File: src/include/ubr_defines.svh
// Purpose: Offsets, indices and reset values of the banked register map.
// Assumes: Included by bare name; definitions only.
// Notes: Offsets are 3-bit bus offsets; indices are window pointer values.
`ifndef UBR_DEFINES_SVH
`define UBR_DEFINES_SVH
`define UBR_OFS_DATA 3'h0
`define UBR_OFS_IEN 3'h1
`define UBR_OFS_FIFO 3'h2
`define UBR_OFS_LCTL 3'h3
`define UBR_OFS_MCTL 3'h4
`define UBR_OFS_LSTAT 3'h5
`define UBR_OFS_MSTAT 3'h6
`define UBR_OFS_SCR 3'h7
`define UBR_LCTL_ENH_KEY 8'hbf
`define UBR_LCTL_DLAB_BIT 7
`define UBR_ACTL_BANK_BIT 7
`define UBR_ACTL_RDEN_BIT 6
`define UBR_IDX_ACTL 8'h00
`define UBR_IDX_PRESC 8'h01
`define UBR_IDX_OVS 8'h02
`define UBR_IDX_CKSEL 8'h03
`define UBR_IDX_TXLVL 8'h04
`define UBR_IDX_RXLVL 8'h05
`define UBR_IDX_FLOWLO 8'h06
`define UBR_IDX_FLOWHI 8'h07
`define UBR_IDX_IDENT1 8'h08
`define UBR_IDX_IDENT2 8'h09
`define UBR_IDX_IDENT3 8'h0a
`define UBR_IDX_REVNUM 8'h0b
`define UBR_IDX_CHRST 8'h0c
`define UBR_IDX_NINTH 8'h0d
`define UBR_IDX_WAKE 8'h0e
`define UBR_IDX_FIFORB 8'h0f
`define UBR_IDX_GOOD 8'h10
`define UBR_IDX_DMA 8'h11
`define UBR_IDX_PORT 8'h12
`define UBR_IDX_CKINV 8'h13
`define UBR_RST_ZERO 8'h00
`define UBR_RST_DIVLO 8'h01
`define UBR_RST_PRESC 8'h20
`define UBR_RST_LSTAT 8'h60
`define UBR_RST_ISRC 8'h01
`define UBR_RST_GOOD 8'h01
`define UBR_RST_DMA 8'h02
`define UBR_PORT_INDEX 8'h00
`define UBR_OVS_DEFAULT 5'h10
`define UBR_OVS_MIN 4'h4
`define UBR_ASTAT_WMASK 8'h03
`define UBR_LVL_MASK 8'h7f
`endif

File: src/include/ubr_pkg.sv
// Purpose: Types of the banked register map.
// Assumes: Nothing.
// Notes: Bank codes are not ordered by precedence; the decoder sets precedence.
package ubr_pkg;
   typedef enum logic [1:0] {
      UBR_BANK_STD = 2'b00,
      UBR_BANK_ENH = 2'b01,
      UBR_BANK_DIV = 2'b10,
      UBR_BANK_EXT = 2'b11
   } ubr_bank_t;
endpackage

File: src/core/ubr_regmap.sv
// Purpose: Banked register file and 3-bit offset decoder of a UART channel.
// Assumes: Host target controller presents single-cycle accesses on clk.
// Notes: Serial engine, FIFOs and interrupt logic live elsewhere; their state
// arrives on status inputs and their settings leave on register outputs.
// Overview of operation
// - Decode 3-bit offset; banks pick overlapping registers.
// - Divisor latch bit maps divisor bytes at 000/001.
// - Data and interrupt enable need divisor bit clear.
// - Writing 0xBF sets bit 7 only.
// - Key value maps enhanced and flow characters.
// - Key value hides extended registers and standard ones except line control.
// - Bank bit maps additional status and levels.
// - Interrupt enable only while bank bit clear.
// - Modem control read only with bank bit clear; line control also under key.
// - Window read needs read enable; else line status.
// - Additional status writes touch bits 0,1 only.
// - Reset loads zero; divisor low 0x01, prescaler 0x20.
// - Status reset values: 0x60, 0x01, levels zero.
// - Serial, request, ready outputs idle high.
// - Index 0x0C zero write resets, keeps clock selects.
// - Trigger levels are seven bits; bit 7 reads zero.
// - Port index and identity bytes are hardwired.
// - Prescaler holds integer M and fraction N.
// - Oversampling 0-3 means sixteen, else written count.
`timescale 1ns/1ps
`include "ubr_defines.svh"
module ubr_regmap #(
   parameter logic [7:0] ID_BYTE1 = 8'h11, // Arbitrary value.
   parameter logic [7:0] ID_BYTE2 = 8'h22, // Arbitrary value.
   parameter logic [7:0] ID_BYTE3 = 8'h33, // Arbitrary value.
   parameter logic [7:0] REVISION_BYTE = 8'h01 // Arbitrary value.
) (
   input wire logic clk,
   input wire logic sys_rst,
   input wire logic [2:0] addr,
   input wire logic wr_en,
   input wire logic rd_en,
   input wire logic [7:0] wr_data,
   output logic [7:0] rd_data,
   output logic tx_wr_pulse,
   output logic rx_rd_pulse,
   output logic fifo_wr_pulse,
   output logic [7:0] tx_data,
   input wire logic [7:0] rx_data,
   input wire logic [7:0] line_status_in,
   input wire logic [7:0] int_source_in,
   input wire logic [7:0] modem_status_in,
   input wire logic [7:0] rx_level_in,
   input wire logic [7:0] tx_level_in,
   input wire logic [7:2] astat_in,
   input wire logic good_data_in,
   input wire logic [1:0] dma_ready_in,
   input wire logic serial_bit,
   output logic serial_data_out,
   output logic req_to_send_n,
   output logic term_ready_n,
   output logic chan_reset,
   output logic [15:0] divisor,
   output logic [7:0] line_control,
   output logic [7:0] modem_control,
   output logic [7:0] interrupt_enable,
   output logic [7:0] fifo_control,
   output logic [7:0] enhanced_features,
   output logic [7:0] additional_control,
   output logic [4:0] presc_int,
   output logic [2:0] presc_frac,
   output logic [4:0] oversample,
   output logic [7:0] clock_source_select,
   output logic [6:0] tx_irq_level,
   output logic [6:0] rx_irq_level,
   output logic [6:0] flow_low_level,
   output logic [6:0] flow_high_level,
   output logic [7:0] ninth_bit_mode,
   output logic [7:0] wakeup_disable,
   output logic [2:0] clock_invert,
   output logic [1:0] astat_ctl,
   output logic [1:0] dma_ctl
);

   ////////////////////////////////////////////////////////////////////////////
   // Bank selection.
   logic key_r;
   logic [7:0] lctl_r, divlo_r, divhi_r, ien_r, fifo_r, enh_r, mctl_r, scr_r;
   logic [7:0] fres1_r, fres2_r, fpau1_r, fpau2_r, actl_r, presc_r, ovs_r;
   logic [7:0] cksel_r, txlvl_r, rxlvl_r, flowlo_r, flowhi_r, ninth_r, wake_r, ckinv_r;
   logic [1:0] astat_r, dma_r;
   logic soft_rst_r;
   ubr_pkg::ubr_bank_t bank;
   logic rst_all;
   logic rd_en_win;

   // The key condition outranks the divisor bit, which outranks the bank bit.
   always_comb begin
      if (key_r) begin
         bank = ubr_pkg::UBR_BANK_ENH;
      end else if (lctl_r[`UBR_LCTL_DLAB_BIT]) begin
         bank = ubr_pkg::UBR_BANK_DIV;
      end else if (actl_r[`UBR_ACTL_BANK_BIT]) begin
         bank = ubr_pkg::UBR_BANK_EXT;
      end else begin
         bank = ubr_pkg::UBR_BANK_STD;
      end
   end

   // Soft reset clears the channel one cycle after the write; clock selects survive.
   assign rst_all = sys_rst | soft_rst_r;
   assign rd_en_win = actl_r[`UBR_ACTL_RDEN_BIT];

   ////////////////////////////////////////////////////////////////////////////
   // Write decode. Each register is written only in the bank where it is mapped.
   logic w_data, w_ien, w_divlo, w_divhi, w_fifo, w_enh, w_lctl, w_mctl;
   logic w_fres1, w_fres2, w_fpau1, w_fpau2, w_astat, w_win, w_scr;

   always_comb begin
      w_data = 1'b0; w_ien = 1'b0; w_divlo = 1'b0; w_divhi = 1'b0;
      w_fifo = 1'b0; w_enh = 1'b0; w_lctl = 1'b0; w_mctl = 1'b0;
      w_fres1 = 1'b0; w_fres2 = 1'b0; w_fpau1 = 1'b0; w_fpau2 = 1'b0;
      w_astat = 1'b0; w_win = 1'b0; w_scr = 1'b0;
      if (wr_en) begin
         unique case (addr)
            `UBR_OFS_DATA: begin
               w_divlo = (bank == ubr_pkg::UBR_BANK_DIV);
               w_data = (bank == ubr_pkg::UBR_BANK_STD) || (bank == ubr_pkg::UBR_BANK_EXT);
            end
            `UBR_OFS_IEN: begin
               w_divhi = (bank == ubr_pkg::UBR_BANK_DIV);
               w_ien = (bank == ubr_pkg::UBR_BANK_STD);
               w_astat = (bank == ubr_pkg::UBR_BANK_EXT);
            end
            `UBR_OFS_FIFO: begin
               w_enh = (bank == ubr_pkg::UBR_BANK_ENH);
               w_fifo = !key_r;
            end
            `UBR_OFS_LCTL: w_lctl = 1'b1;
            `UBR_OFS_MCTL: begin
               w_fres1 = key_r;
               w_mctl = !key_r;
            end
            `UBR_OFS_LSTAT: begin
               w_fres2 = key_r;
               w_win = !key_r;
            end
            `UBR_OFS_MSTAT: w_fpau1 = key_r;
            `UBR_OFS_SCR: begin
               w_fpau2 = key_r;
               w_scr = !key_r;
            end
         endcase
      end
   end

   ////////////////////////////////////////////////////////////////////////////
   // Line control and the key flag; the key only changes on a line control write.
   always_ff @(posedge clk) begin
      if (rst_all) begin
         lctl_r <= `UBR_RST_ZERO;
         key_r <= 1'b0;
      end else if (w_lctl) begin
         key_r <= (wr_data == `UBR_LCTL_ENH_KEY);
         if (wr_data == `UBR_LCTL_ENH_KEY) begin
            lctl_r[`UBR_LCTL_DLAB_BIT] <= 1'b1;
         end else begin
            lctl_r <= wr_data;
         end
      end
   end

   // Standard and enhanced set, all reset to zero except the low divisor byte.
   always_ff @(posedge clk) begin
      if (rst_all) begin
         divlo_r <= `UBR_RST_DIVLO;
         divhi_r <= `UBR_RST_ZERO;
         ien_r <= `UBR_RST_ZERO;
         fifo_r <= `UBR_RST_ZERO;
         enh_r <= `UBR_RST_ZERO;
         mctl_r <= `UBR_RST_ZERO;
         scr_r <= `UBR_RST_ZERO;
         fres1_r <= `UBR_RST_ZERO;
         fres2_r <= `UBR_RST_ZERO;
         fpau1_r <= `UBR_RST_ZERO;
         fpau2_r <= `UBR_RST_ZERO;
         astat_r <= 2'b00;
      end else begin
         if (w_divlo) divlo_r <= wr_data;
         if (w_divhi) divhi_r <= wr_data;
         if (w_ien) ien_r <= wr_data;
         if (w_fifo) fifo_r <= wr_data;
         if (w_enh) enh_r <= wr_data;
         if (w_mctl) mctl_r <= wr_data;
         if (w_scr) scr_r <= wr_data;
         if (w_fres1) fres1_r <= wr_data;
         if (w_fres2) fres2_r <= wr_data;
         if (w_fpau1) fpau1_r <= wr_data;
         if (w_fpau2) fpau2_r <= wr_data;
         if (w_astat) astat_r <= wr_data[1:0];
      end
   end

   ////////////////////////////////////////////////////////////////////////////
   // Indexed set written through the window; the pointer picks the target.
   logic wi_chrst;
   assign wi_chrst = w_win && (scr_r == `UBR_IDX_CHRST) && (wr_data == `UBR_RST_ZERO);

   always_ff @(posedge clk) begin
      if (rst_all) begin
         actl_r <= `UBR_RST_ZERO;
         presc_r <= `UBR_RST_PRESC;
         ovs_r <= `UBR_RST_ZERO;
         txlvl_r <= `UBR_RST_ZERO;
         rxlvl_r <= `UBR_RST_ZERO;
         flowlo_r <= `UBR_RST_ZERO;
         flowhi_r <= `UBR_RST_ZERO;
         ninth_r <= `UBR_RST_ZERO;
         wake_r <= `UBR_RST_ZERO;
         dma_r <= 2'b00;
      end else if (w_win) begin
         unique case (scr_r)
            `UBR_IDX_ACTL: actl_r <= wr_data;
            `UBR_IDX_PRESC: presc_r <= wr_data;
            `UBR_IDX_OVS: ovs_r <= wr_data & 8'h0f;
            `UBR_IDX_TXLVL: txlvl_r <= wr_data & `UBR_LVL_MASK;
            `UBR_IDX_RXLVL: rxlvl_r <= wr_data & `UBR_LVL_MASK;
            `UBR_IDX_FLOWLO: flowlo_r <= wr_data & `UBR_LVL_MASK;
            `UBR_IDX_FLOWHI: flowhi_r <= wr_data & `UBR_LVL_MASK;
            `UBR_IDX_NINTH: ninth_r <= wr_data;
            `UBR_IDX_WAKE: wake_r <= wr_data & 8'h3f;
            `UBR_IDX_DMA: dma_r <= wr_data[3:2];
            default: ;
         endcase
      end
   end

   // Clock selects answer only to the hardware reset.
   always_ff @(posedge clk) begin
      if (sys_rst) begin
         cksel_r <= `UBR_RST_ZERO;
         ckinv_r <= `UBR_RST_ZERO;
      end else if (w_win && scr_r == `UBR_IDX_CKSEL) begin
         cksel_r <= wr_data;
      end else if (w_win && scr_r == `UBR_IDX_CKINV) begin
         ckinv_r <= wr_data & 8'h07;
      end
   end

   // The channel reset is a one-cycle pulse, so it cannot hold itself.
   always_ff @(posedge clk) begin
      if (sys_rst) begin
         soft_rst_r <= 1'b0;
      end else begin
         soft_rst_r <= wi_chrst;
      end
   end

   ////////////////////////////////////////////////////////////////////////////
   // Read multiplexer, registered so data is steady one cycle after the read.
   logic [7:0] win_rd, rd_nxt;

   always_comb begin
      unique case (scr_r)
         `UBR_IDX_ACTL: win_rd = actl_r;
         `UBR_IDX_PRESC: win_rd = presc_r;
         `UBR_IDX_OVS: win_rd = ovs_r;
         `UBR_IDX_CKSEL: win_rd = cksel_r;
         `UBR_IDX_TXLVL: win_rd = txlvl_r;
         `UBR_IDX_RXLVL: win_rd = rxlvl_r;
         `UBR_IDX_FLOWLO: win_rd = flowlo_r;
         `UBR_IDX_FLOWHI: win_rd = flowhi_r;
         `UBR_IDX_IDENT1: win_rd = ID_BYTE1;
         `UBR_IDX_IDENT2: win_rd = ID_BYTE2;
         `UBR_IDX_IDENT3: win_rd = ID_BYTE3;
         `UBR_IDX_REVNUM: win_rd = REVISION_BYTE;
         `UBR_IDX_NINTH: win_rd = ninth_r;
         `UBR_IDX_WAKE: win_rd = wake_r;
         `UBR_IDX_FIFORB: win_rd = fifo_r;
         `UBR_IDX_GOOD: win_rd = {7'h00, good_data_in};
         `UBR_IDX_DMA: win_rd = {4'h0, dma_r, dma_ready_in};
         `UBR_IDX_PORT: win_rd = `UBR_PORT_INDEX;
         `UBR_IDX_CKINV: win_rd = ckinv_r;
         default: win_rd = 8'h00;
      endcase
   end

   always_comb begin
      rd_nxt = 8'h00;
      unique case (addr)
         `UBR_OFS_DATA: begin
            if (bank == ubr_pkg::UBR_BANK_DIV) rd_nxt = divlo_r;
            else if (bank != ubr_pkg::UBR_BANK_ENH) rd_nxt = rx_data;
         end
         `UBR_OFS_IEN: begin
            if (bank == ubr_pkg::UBR_BANK_DIV) rd_nxt = divhi_r;
            else if (bank == ubr_pkg::UBR_BANK_STD) rd_nxt = ien_r;
            else if (bank == ubr_pkg::UBR_BANK_EXT) rd_nxt = {astat_in, astat_r};
         end
         `UBR_OFS_FIFO: rd_nxt = key_r ? enh_r : int_source_in;
         `UBR_OFS_LCTL: begin
            if (!key_r && actl_r[`UBR_ACTL_BANK_BIT]) rd_nxt = rx_level_in;
            else rd_nxt = lctl_r;
         end
         `UBR_OFS_MCTL: begin
            if (key_r) rd_nxt = fres1_r;
            else if (actl_r[`UBR_ACTL_BANK_BIT]) rd_nxt = tx_level_in;
            else rd_nxt = mctl_r;
         end
         `UBR_OFS_LSTAT: begin
            if (key_r) rd_nxt = fres2_r;
            else if (rd_en_win) rd_nxt = win_rd;
            else rd_nxt = line_status_in;
         end
         `UBR_OFS_MSTAT: rd_nxt = key_r ? fpau1_r : modem_status_in;
         `UBR_OFS_SCR: rd_nxt = key_r ? fpau2_r : scr_r;
      endcase
   end

   always_ff @(posedge clk) begin
      if (sys_rst) begin
         rd_data <= 8'h00;
      end else if (rd_en) begin
         rd_data <= rd_nxt;
      end
   end

   ////////////////////////////////////////////////////////////////////////////
   // Strobes to the serial engine and its FIFOs.
   assign tx_wr_pulse = w_data;
   assign fifo_wr_pulse = w_fifo;
   assign rx_rd_pulse = rd_en && (addr == `UBR_OFS_DATA) &&
                        ((bank == ubr_pkg::UBR_BANK_STD) || (bank == ubr_pkg::UBR_BANK_EXT));
   assign chan_reset = rst_all;

   always_ff @(posedge clk) begin
      if (sys_rst) begin
         tx_data <= 8'h00;
      end else if (w_data) begin
         tx_data <= wr_data;
      end
   end

   // Pins idle high in reset; break and modem bits drive them otherwise.
   always_ff @(posedge clk) begin
      if (rst_all) begin
         serial_data_out <= 1'b1;
         req_to_send_n <= 1'b1;
         term_ready_n <= 1'b1;
      end else begin
         serial_data_out <= serial_bit & ~lctl_r[6];
         req_to_send_n <= ~mctl_r[1];
         term_ready_n <= ~mctl_r[0];
      end
   end

   ////////////////////////////////////////////////////////////////////////////
   // Settings toward the serial engine.
   assign divisor = {divhi_r, divlo_r};
   assign line_control = lctl_r;
   assign modem_control = mctl_r;
   assign interrupt_enable = ien_r;
   assign fifo_control = fifo_r;
   assign enhanced_features = enh_r;
   assign additional_control = actl_r;
   assign presc_int = presc_r[7:3];
   assign presc_frac = presc_r[2:0];
   // Counts below four are meaningless, so they fall back to sixteen.
   assign oversample = (ovs_r[3:0] < `UBR_OVS_MIN) ? `UBR_OVS_DEFAULT : {1'b0, ovs_r[3:0]};
   assign clock_source_select = cksel_r;
   assign tx_irq_level = txlvl_r[6:0];
   assign rx_irq_level = rxlvl_r[6:0];
   assign flow_low_level = flowlo_r[6:0];
   assign flow_high_level = flowhi_r[6:0];
   assign ninth_bit_mode = ninth_r;
   assign wakeup_disable = wake_r;
   assign clock_invert = ckinv_r[2:0];
   assign astat_ctl = astat_r;
   assign dma_ctl = dma_r;
endmodule

File: config.mk
export PLATFORM = sky130hd
export DESIGN_NAME = ubr_regmap
export DESIGN_NICKNAME = d
export VERILOG_FILES = /design/src/include/ubr_pkg.sv /design/src/core/ubr_regmap.sv
export VERILOG_INCLUDE_DIRS = /design/src /design/src/include
export SDC_FILE = /design/constraint.sdc
export NUM_CORES = 1
export LEC_CHECK = 0
export ABC_AREA = 1
export ABC_CLOCK_PERIOD_IN_PS = 2600
export BUFFER_PORTS_ARGS = -buffer_cell sky130_fd_sc_hd__buf_4
export CELL_PAD_IN_SITES_DETAIL_PLACEMENT = 1
export CELL_PAD_IN_SITES_GLOBAL_PLACEMENT = 2
export CORE_MARGIN = 2
export CORE_UTILIZATION = 29
export CTS_CLUSTER_DIAMETER = 100
export CTS_CLUSTER_SIZE = 8
export DETAILED_ROUTE_END_ITERATION = 10
export PLACE_DENSITY_LB_ADDON = 0.1
export RECOVER_POWER = 50
export SYNTH_ARGS = -nofsm -noshare
export SYNTH_HDL_FRONTEND = slang
export SYNTH_SLANG_ARGS = --single-unit
File: constraint.sdc
create_clock -name clk -period 2.6 [get_ports clk]
set_input_delay 0.39 -clock clk [delete_from_list [all_inputs] [get_ports clk]]
set_output_delay 0.39 -clock clk [all_outputs]
set_load 0.005 [all_outputs]
==> results of run 1 <==
-- logic make-up after synthesis --
family	share of synthesized area, %
other cells	0.04093
compound gates	24.20
buf+inv	8.890
flops	42.39
simple gates	23.94
fa+ha+maj	0.5462
-- synth_stat cells, types with 2 or more instances --
cell / count
nand2_1: 240
a21oi_1: 209
dfxtp_1: 194
o21ai_0: 151
nor2_1: 98
inv_1: 89
nand3_1: 85
clkbuf_1: 44
buf_2: 27
o21ai_1: 22
inv_2: 19
o211ai_1: 18
nor3_1: 16
a211oi_1: 11
nor2_2: 11
nor2_4: 11
buf_4: 10
clkinv_1: 5
nand2_2: 5
nand4_1: 5
ha_1: 4
nor4_1: 4
o2111ai_1: 4
a22oi_1: 3
nand2_4: 3
nor3_4: 3
nor3_2: 2
o22ai_1: 2
-- stage by stage --
stage	cells	hold slack, ns	total power, W	TNS (ns)	worst slack, ns
6_report	1925	0.1196	0.006588	0	0.08444
3_5_place_dp	1891	0.3954	0.003863	-0.7820	-0.2246
3_3_place_gp	1891	0.3936	0.003860	-0.8459	-0.2255
4_1_cts	1925	0.1126	0.006639	0	0.04361
2_1_floorplan	1305	0.3956	0.003479	0	0.1947
5_1_grt	1925	0.1362	0.006837	0	0.01294
-- worst min-delay path by stage --
stage	end	slack, ns	cells after the start
after global routing	serial_data_out$_SDFF_PP1_	0.14	3
after floorplan	req_to_send_n$_SDFF_PP1_	0.40	1
after global placement	term_ready_n$_SDFF_PP1_	0.39	1
after detailed placement	term_ready_n$_SDFF_PP1_	0.40	1
final	serial_data_out$_SDFF_PP1_	0.12	3
after CTS	serial_data_out$_SDFF_PP1_	0.11	3
-- routing by layer --
metal | GRT usage, % | vias up | wire length (um)
met5 | 0 | - | 0
met3 | 3.369 | 49 | 1318
met1 | 30.92 | 4759 | 18090
met4 | 7.024 | 0 | 850
li1 | - | 4774 | -
met2 | 47.19 | 211 | 21920
-- tightest hold or removal path, stage by stage --
cell	delay [ns]
buf_4	0.08
nand2_1	0.04
nand2_1	0.04
-- final cells by class --
cell class	count	area, sq um
fillers	3908	19420
clock buffers	19	452.9
multi-input cells	915	4481
inverters	113	426.7
well taps	402	503.0
repair buffers	269	1997
flip-flops and latches	194	3884
clock inverters	13	142.6
-- power breakdown --
part | switching (W) | total (W) | internal (W)
logic | 0.000481 | 0.000732 | 0.000251
clock network | 0.00138 | 0.00280 | 0.00142
registers | 0.0000427 | 0.00306 | 0.00301
-- repair_timing --
action	in CTS	in global routing
hold buffers	0	0
pin swaps	1	0
setup endpoints to repair	7	9
gates resized for setup	3	4
cloned	0	0
buffers inserted	2	0
==> flow_summary.json, run 1 <==
{
  "slew_headroom_pct": -9.453,
  "grt_max_degree": 160,
  "chipHeight_um": 181.8,
  "drive_gt1_share_pct": 23.44,
  "crit_buf_inv": 4,
  "status": "complete, but fails checks",
  "track_usage_pct": 25.53,
  "worst-path-stages": 7,
  "routed_wl_um": 42180,
  "drv_slew": 160,
  "syn_area_sq_um": 9163,
  "cts_max_level": 4,
  "n_antenna_cell": 0,
  "io_pins": 232,
  "worstPathArrival_ns": 2.13,
  "hold_path_class": "input pin to flop",
  "final_common_cell": "nand2_1",
  "clk_path_buf_depth": 2,
  "synth.avg_cell_area_sq_um": 7.026,
  "crit_start": "line_control[7]$_SDFFE_PP0P_",
  "cts_buffers": 17,
  "synth.area.top_cells": "dfxtp_1 (42%), a21oi_1 (11%), nand2_1 (9.8%)",
  "grt_pass1_wl_um": 63250,
  "total_leakage_power_nw": 5.064,
  "crit_path_end_kind": "output pin",
  "die_area_sq_um": 33030,
  "cts_root_buf": "clkbuf_16",
  "yosysSeqAreaShare_pct": 42.39,
  "syn2layout_area_growth_pct": 29.73,
  "ant_nets": 0,
  "drcViolationCount": 0,
  "finalCriticalPeriod_ns": 2.516,
  "hold_viol_final": 0,
  "fmaxAchievable_ghz": 0.3975,
  "reg2reg_from": "line_control[7]$_SDFFE_PP0P_",
  "violations": "capacitance limit, slew limit",
  "critPathKind": "flop to output pin",
  "rows": 65,
  "die_w_um": 181.8,
  "dr_total_vias": 9793,
  "drv_cap": 1,
  "ys_types": 37,
  "critPathSlowestCell": "dfxtp_1",
  "tritoncts": "built",
  "ys.flop_type": "dfxtp_1",
  "synth_edf_count": 0,
  "synth_top_area_cell": "dfxtp_1",
  "rr_worst_depth": 13,
  "routedWlPerCell_um": 21.91,
  "gp_congestion": 0.8561,
  "synthArstFlopShare_pct": 0,
  "r2r_slack_ns": 0.16,
  "fin_area_sq_um": 11890,
  "start_kind": "flop",
  "drt-initial-drc-count": 482,
  "r2r_end": "rd_data[1]$_SDFFE_PP0P_",
  "clock-sinks": 194,
  "tightest_slew_ns": 1.642,
  "core-area_sq_um": 31310,
  "insertion_delay_ns": 0.45,
  "cp_common_cell": "inv_1",
  "powerDensity_nw_per_um2": 554.2,
  "nNetsFinal": 1587,
  "fin_crit_sh_pct": 96.75,
  "firstDrtPassIters": 5,
  "crit_chain": "inv_1, a21oi_1, inv_1, ha_1, inv_1, nor3_1, buf_4",
  "hpwl_um": 30940,
  "setup_viol": 0,
  "antenna_found_initial": 0,
  "start_util_pct": 29.26,
  "slowest_delay_ns": 0.37,
  "finalClockSkew_ns": 0.01330,
  "critical-path-top-delay-family": "buffers and inverters",
  "synthCells": 1304,
  "synth_top_cell_area_share_pct": 42.39,
  "fin_util_pct": 37.96,
  "critPathCapture": "rx_rd_pulse",
  "final_cell_mix": "nand2_1 (240), a21oi_1 (207), dfxtp_1 (194)",
  "hp-start": "serial_bit",
  "path_clk_slew_ns": 0.08,
  "peakVddDrop_mv": 0.4544,
  "synth-seq-cells": 194,
  "path_max_fanout": 4,
  "rsz0062_at_grt": "false",
  "cp.required_ns": 2.21,
  "yosysWarnings": 0,
  "portBuffers": 229,
  "vias_per_cell": 5.087,
  "placed_cell_area_sq_um": 11300,
  "overflow": 0,
  "grt_pass1_vias": 9987
}
(Power assumes the default switching activity.)
==> inputs of run 2 (changes only) <==
==> constraint.sdc (replaced) <==
create_clock -name clk -period 2.6 [get_ports clk]
set_input_delay 0.52 -clock clk [delete_from_list [all_inputs] [get_ports clk]]
set_output_delay 0.52 -clock clk [all_outputs]
set_load 0.005 [all_outputs]
==> run 2 against run 1 <==
Against the previous run: the run still ends with capacitance limit, slew limit left; count of clock-buffer cells in the layout shrank 1; via count increased by 0.68%; worst setup slack improved by 0.0023 ns; global-route usage down 0.11 points; non-clock buffer count grew 3; flip-flop and latch count stayed put; worst hold slack better by 0.16 ns; utilization is 0.060 points higher; final area up 0.16%; register-to-register slack better by 0.03 ns; critical path depth rose by 1; critical path type unchanged; largest cell class unchanged.
==> flow_summary.json, run 2 (synthesized netlist as in run 1, its figures left out) <==
{
  "insertion_delay_ns": 0.46,
  "drcViolationCount": 0,
  "start_util_pct": 29.26,
  "overflow": 0,
  "firstDrtPassIters": 7,
  "setup_slack_ns": 0.08670,
  "gp_congestion": 0.8257,
  "place_ws_ns": 0.02817,
  "io_pins": 232,
  "tightest_slew_ns": 1.641,
  "fin_crit_sh_pct": 96.67,
  "total_leakage_power_nw": 5.072,
  "track_usage_pct": 25.42,
  "drv_slew": 160,
  "start_kind": "flop",
  "peakVddDrop_mv": 0.4800,
  "drv_cap": 1,
  "status": "complete, but fails checks",
  "cts_max_level": 4,
  "grt_pass1_vias": 10150,
  "fmaxAchievable_ghz": 0.3979,
  "syn2layout_area_growth_pct": 29.93,
  "setup_viol": 0,
  "p_clk_share_pct": 42.8,
  "dr_total_vias": 9860,
  "finalCriticalPeriod_ns": 2.513,
  "crit_chain": "inv_1, a21oi_2, inv_1, ha_1, inv_1, nor3_4, buf_4, buf_4",
  "cts_root_buf": "clkbuf_16",
  "antenna_found_initial": 0,
  "switching_share_pct": 27.58,
  "finalClockSkew_ns": 0.01393,
  "path_clk_slew_ns": 0.07,
  "clock-sinks": 194,
  "fill_cells": 3927,
  "tritoncts": "built",
  "core-area_sq_um": 31310,
  "nNetsFinal": 1590,
  "hpwl_um": 30690,
  "crit_path_end_kind": "output pin",
  "holdWs_ns": 0.2789,
  "critPathKind": "flop to output pin",
  "drt-initial-drc-count": 574,
  "drive_gt1_share_pct": 23.13,
  "die_w_um": 181.8,
  "p_sw_w": 0.001831,
  "grt_pass1_wl_um": 63170,
  "powerDensity_nw_per_um2": 557.6,
  "path_max_fanout": 3,
  "hold_viol_final": 0,
  "portBuffers": 229,
  "cts_buffers": 17,
  "combPwrFrac_pct": 11.2,
  "regArea_sq_um": 3885,
  "worstPathArrival_ns": 1.99,
  "post-place-cells": 1894,
  "internal_power_w": 0.004807,
  "routed_wl_um": 41650,
  "fin_cells": 1928,
  "final_common_cell": "nand2_1",
  "hold_path_class": "input pin to flop",
  "clk_path_buf_depth": 2,
  "ant_nets": 0,
  "placed_cell_area_sq_um": 11330,
  "p_seq_share_pct": 46.0,
  "vias_per_cell": 5.114,
  "critPathSlowestCell": "dfxtp_2",
  "rows": 65,
  "rsz0062_at_grt": "false",
  "cp.required_ns": 2.08,
  "grt_max_degree": 160,
  "final_cell_mix": "nand2_1 (240), a21oi_1 (207), dfxtp_1 (193)",
  "die_area_sq_um": 33030,
  "slowest_delay_ns": 0.37,
  "routedWlPerCell_um": 21.60,
  "chipHeight_um": 181.8,
  "multi_input_area_sq_um": 4493,
  "n_antenna_cell": 0,
  "violations": "capacitance limit, slew limit",
  "fin_area_sq_um": 11910,
  "slew_headroom_pct": -9.378,
  "fin_tns_setup_ns": 0,
  "cp_common_cell": "inv_1"
}
-- run 2: routing by layer --
layer / track usage (%) / vias to the layer above / share of wire (%)
li1: - / 4791 / -
met1: 30.99 / 4800 / 43
met2: 46.18 / 222 / 51
met3: 3.089 / 47 / 3.2
met4: 8.553 / 0 / 2.6
met5: 0 / - / 0
-- run 2: path summary, 6_finish.rpt --
kind	from	end	slack, ns	depth (start not counted)
worst max-delay path	additional_control[7]$_SDFFE_PP0P_	tx_wr_pulse	0.09	8
worst min-delay path	serial_bit	serial_data_out$_SDFF_PP1_	0.28	3
worst max register to register	key_r$_SDFFE_PP0P_	rd_data[7]$_SDFFE_PP0P_	0.19	10
worst min register to register	modem_control[0]$_SDFFE_PP0P_	term_ready_n$_SDFF_PP1_	0.41	1
-- run 2: power by group through the flow --
stage | Clock [W] | Sequential (W) | Combinational [W]
floorplan | 0 | 0.00311 | 0.000366
global placement | 0 | 0.00313 | 0.000744
detailed placement | 0 | 0.00313 | 0.000748
CTS | 0.00289 | 0.00306 | 0.000751
global route | 0.00300 | 0.00306 | 0.000809
finish | 0.00284 | 0.00306 | 0.000744
-- run 2: timing repair --
item	CTS	global route
resized for setup	2	3
setup endpoints to repair	3	5
hold buffers	0	0
buffers inserted	0	2
pin swaps	1	2
-- run 2: critical path, delay by kind of cell (launching register included) --
family / cells / cell delay [ns]
flops: 1 / 0.37
compound gates: 1 / 0.19
fa+ha+maj: 1 / 0.29
simple gates: 1 / 0.17
buf+inv: 5 / 0.52
-- run 2: cell type report --
type / instances / share of cell area (%)
Clock buffer: 18 / 3.605
Clock inverter: 14 / 1.461
Inverter: 113 / 3.563
Multi-Input combinational cell: 915 / 37.74
Sequential cell: 194 / 32.63
Tap cell: 402 / 4.225
Timing Repair Buffer: 272 / 16.77
-- run 2: through the flow --
stage	utilization, %	total power, W
3_3_place_gp	36.17	0.003870
6_report	38.02	0.006639
3_5_place_dp	36.17	0.003875
4_1_cts	38.12	0.006703
2_1_floorplan	-	0.003479
5_1_grt	38.02	0.006871
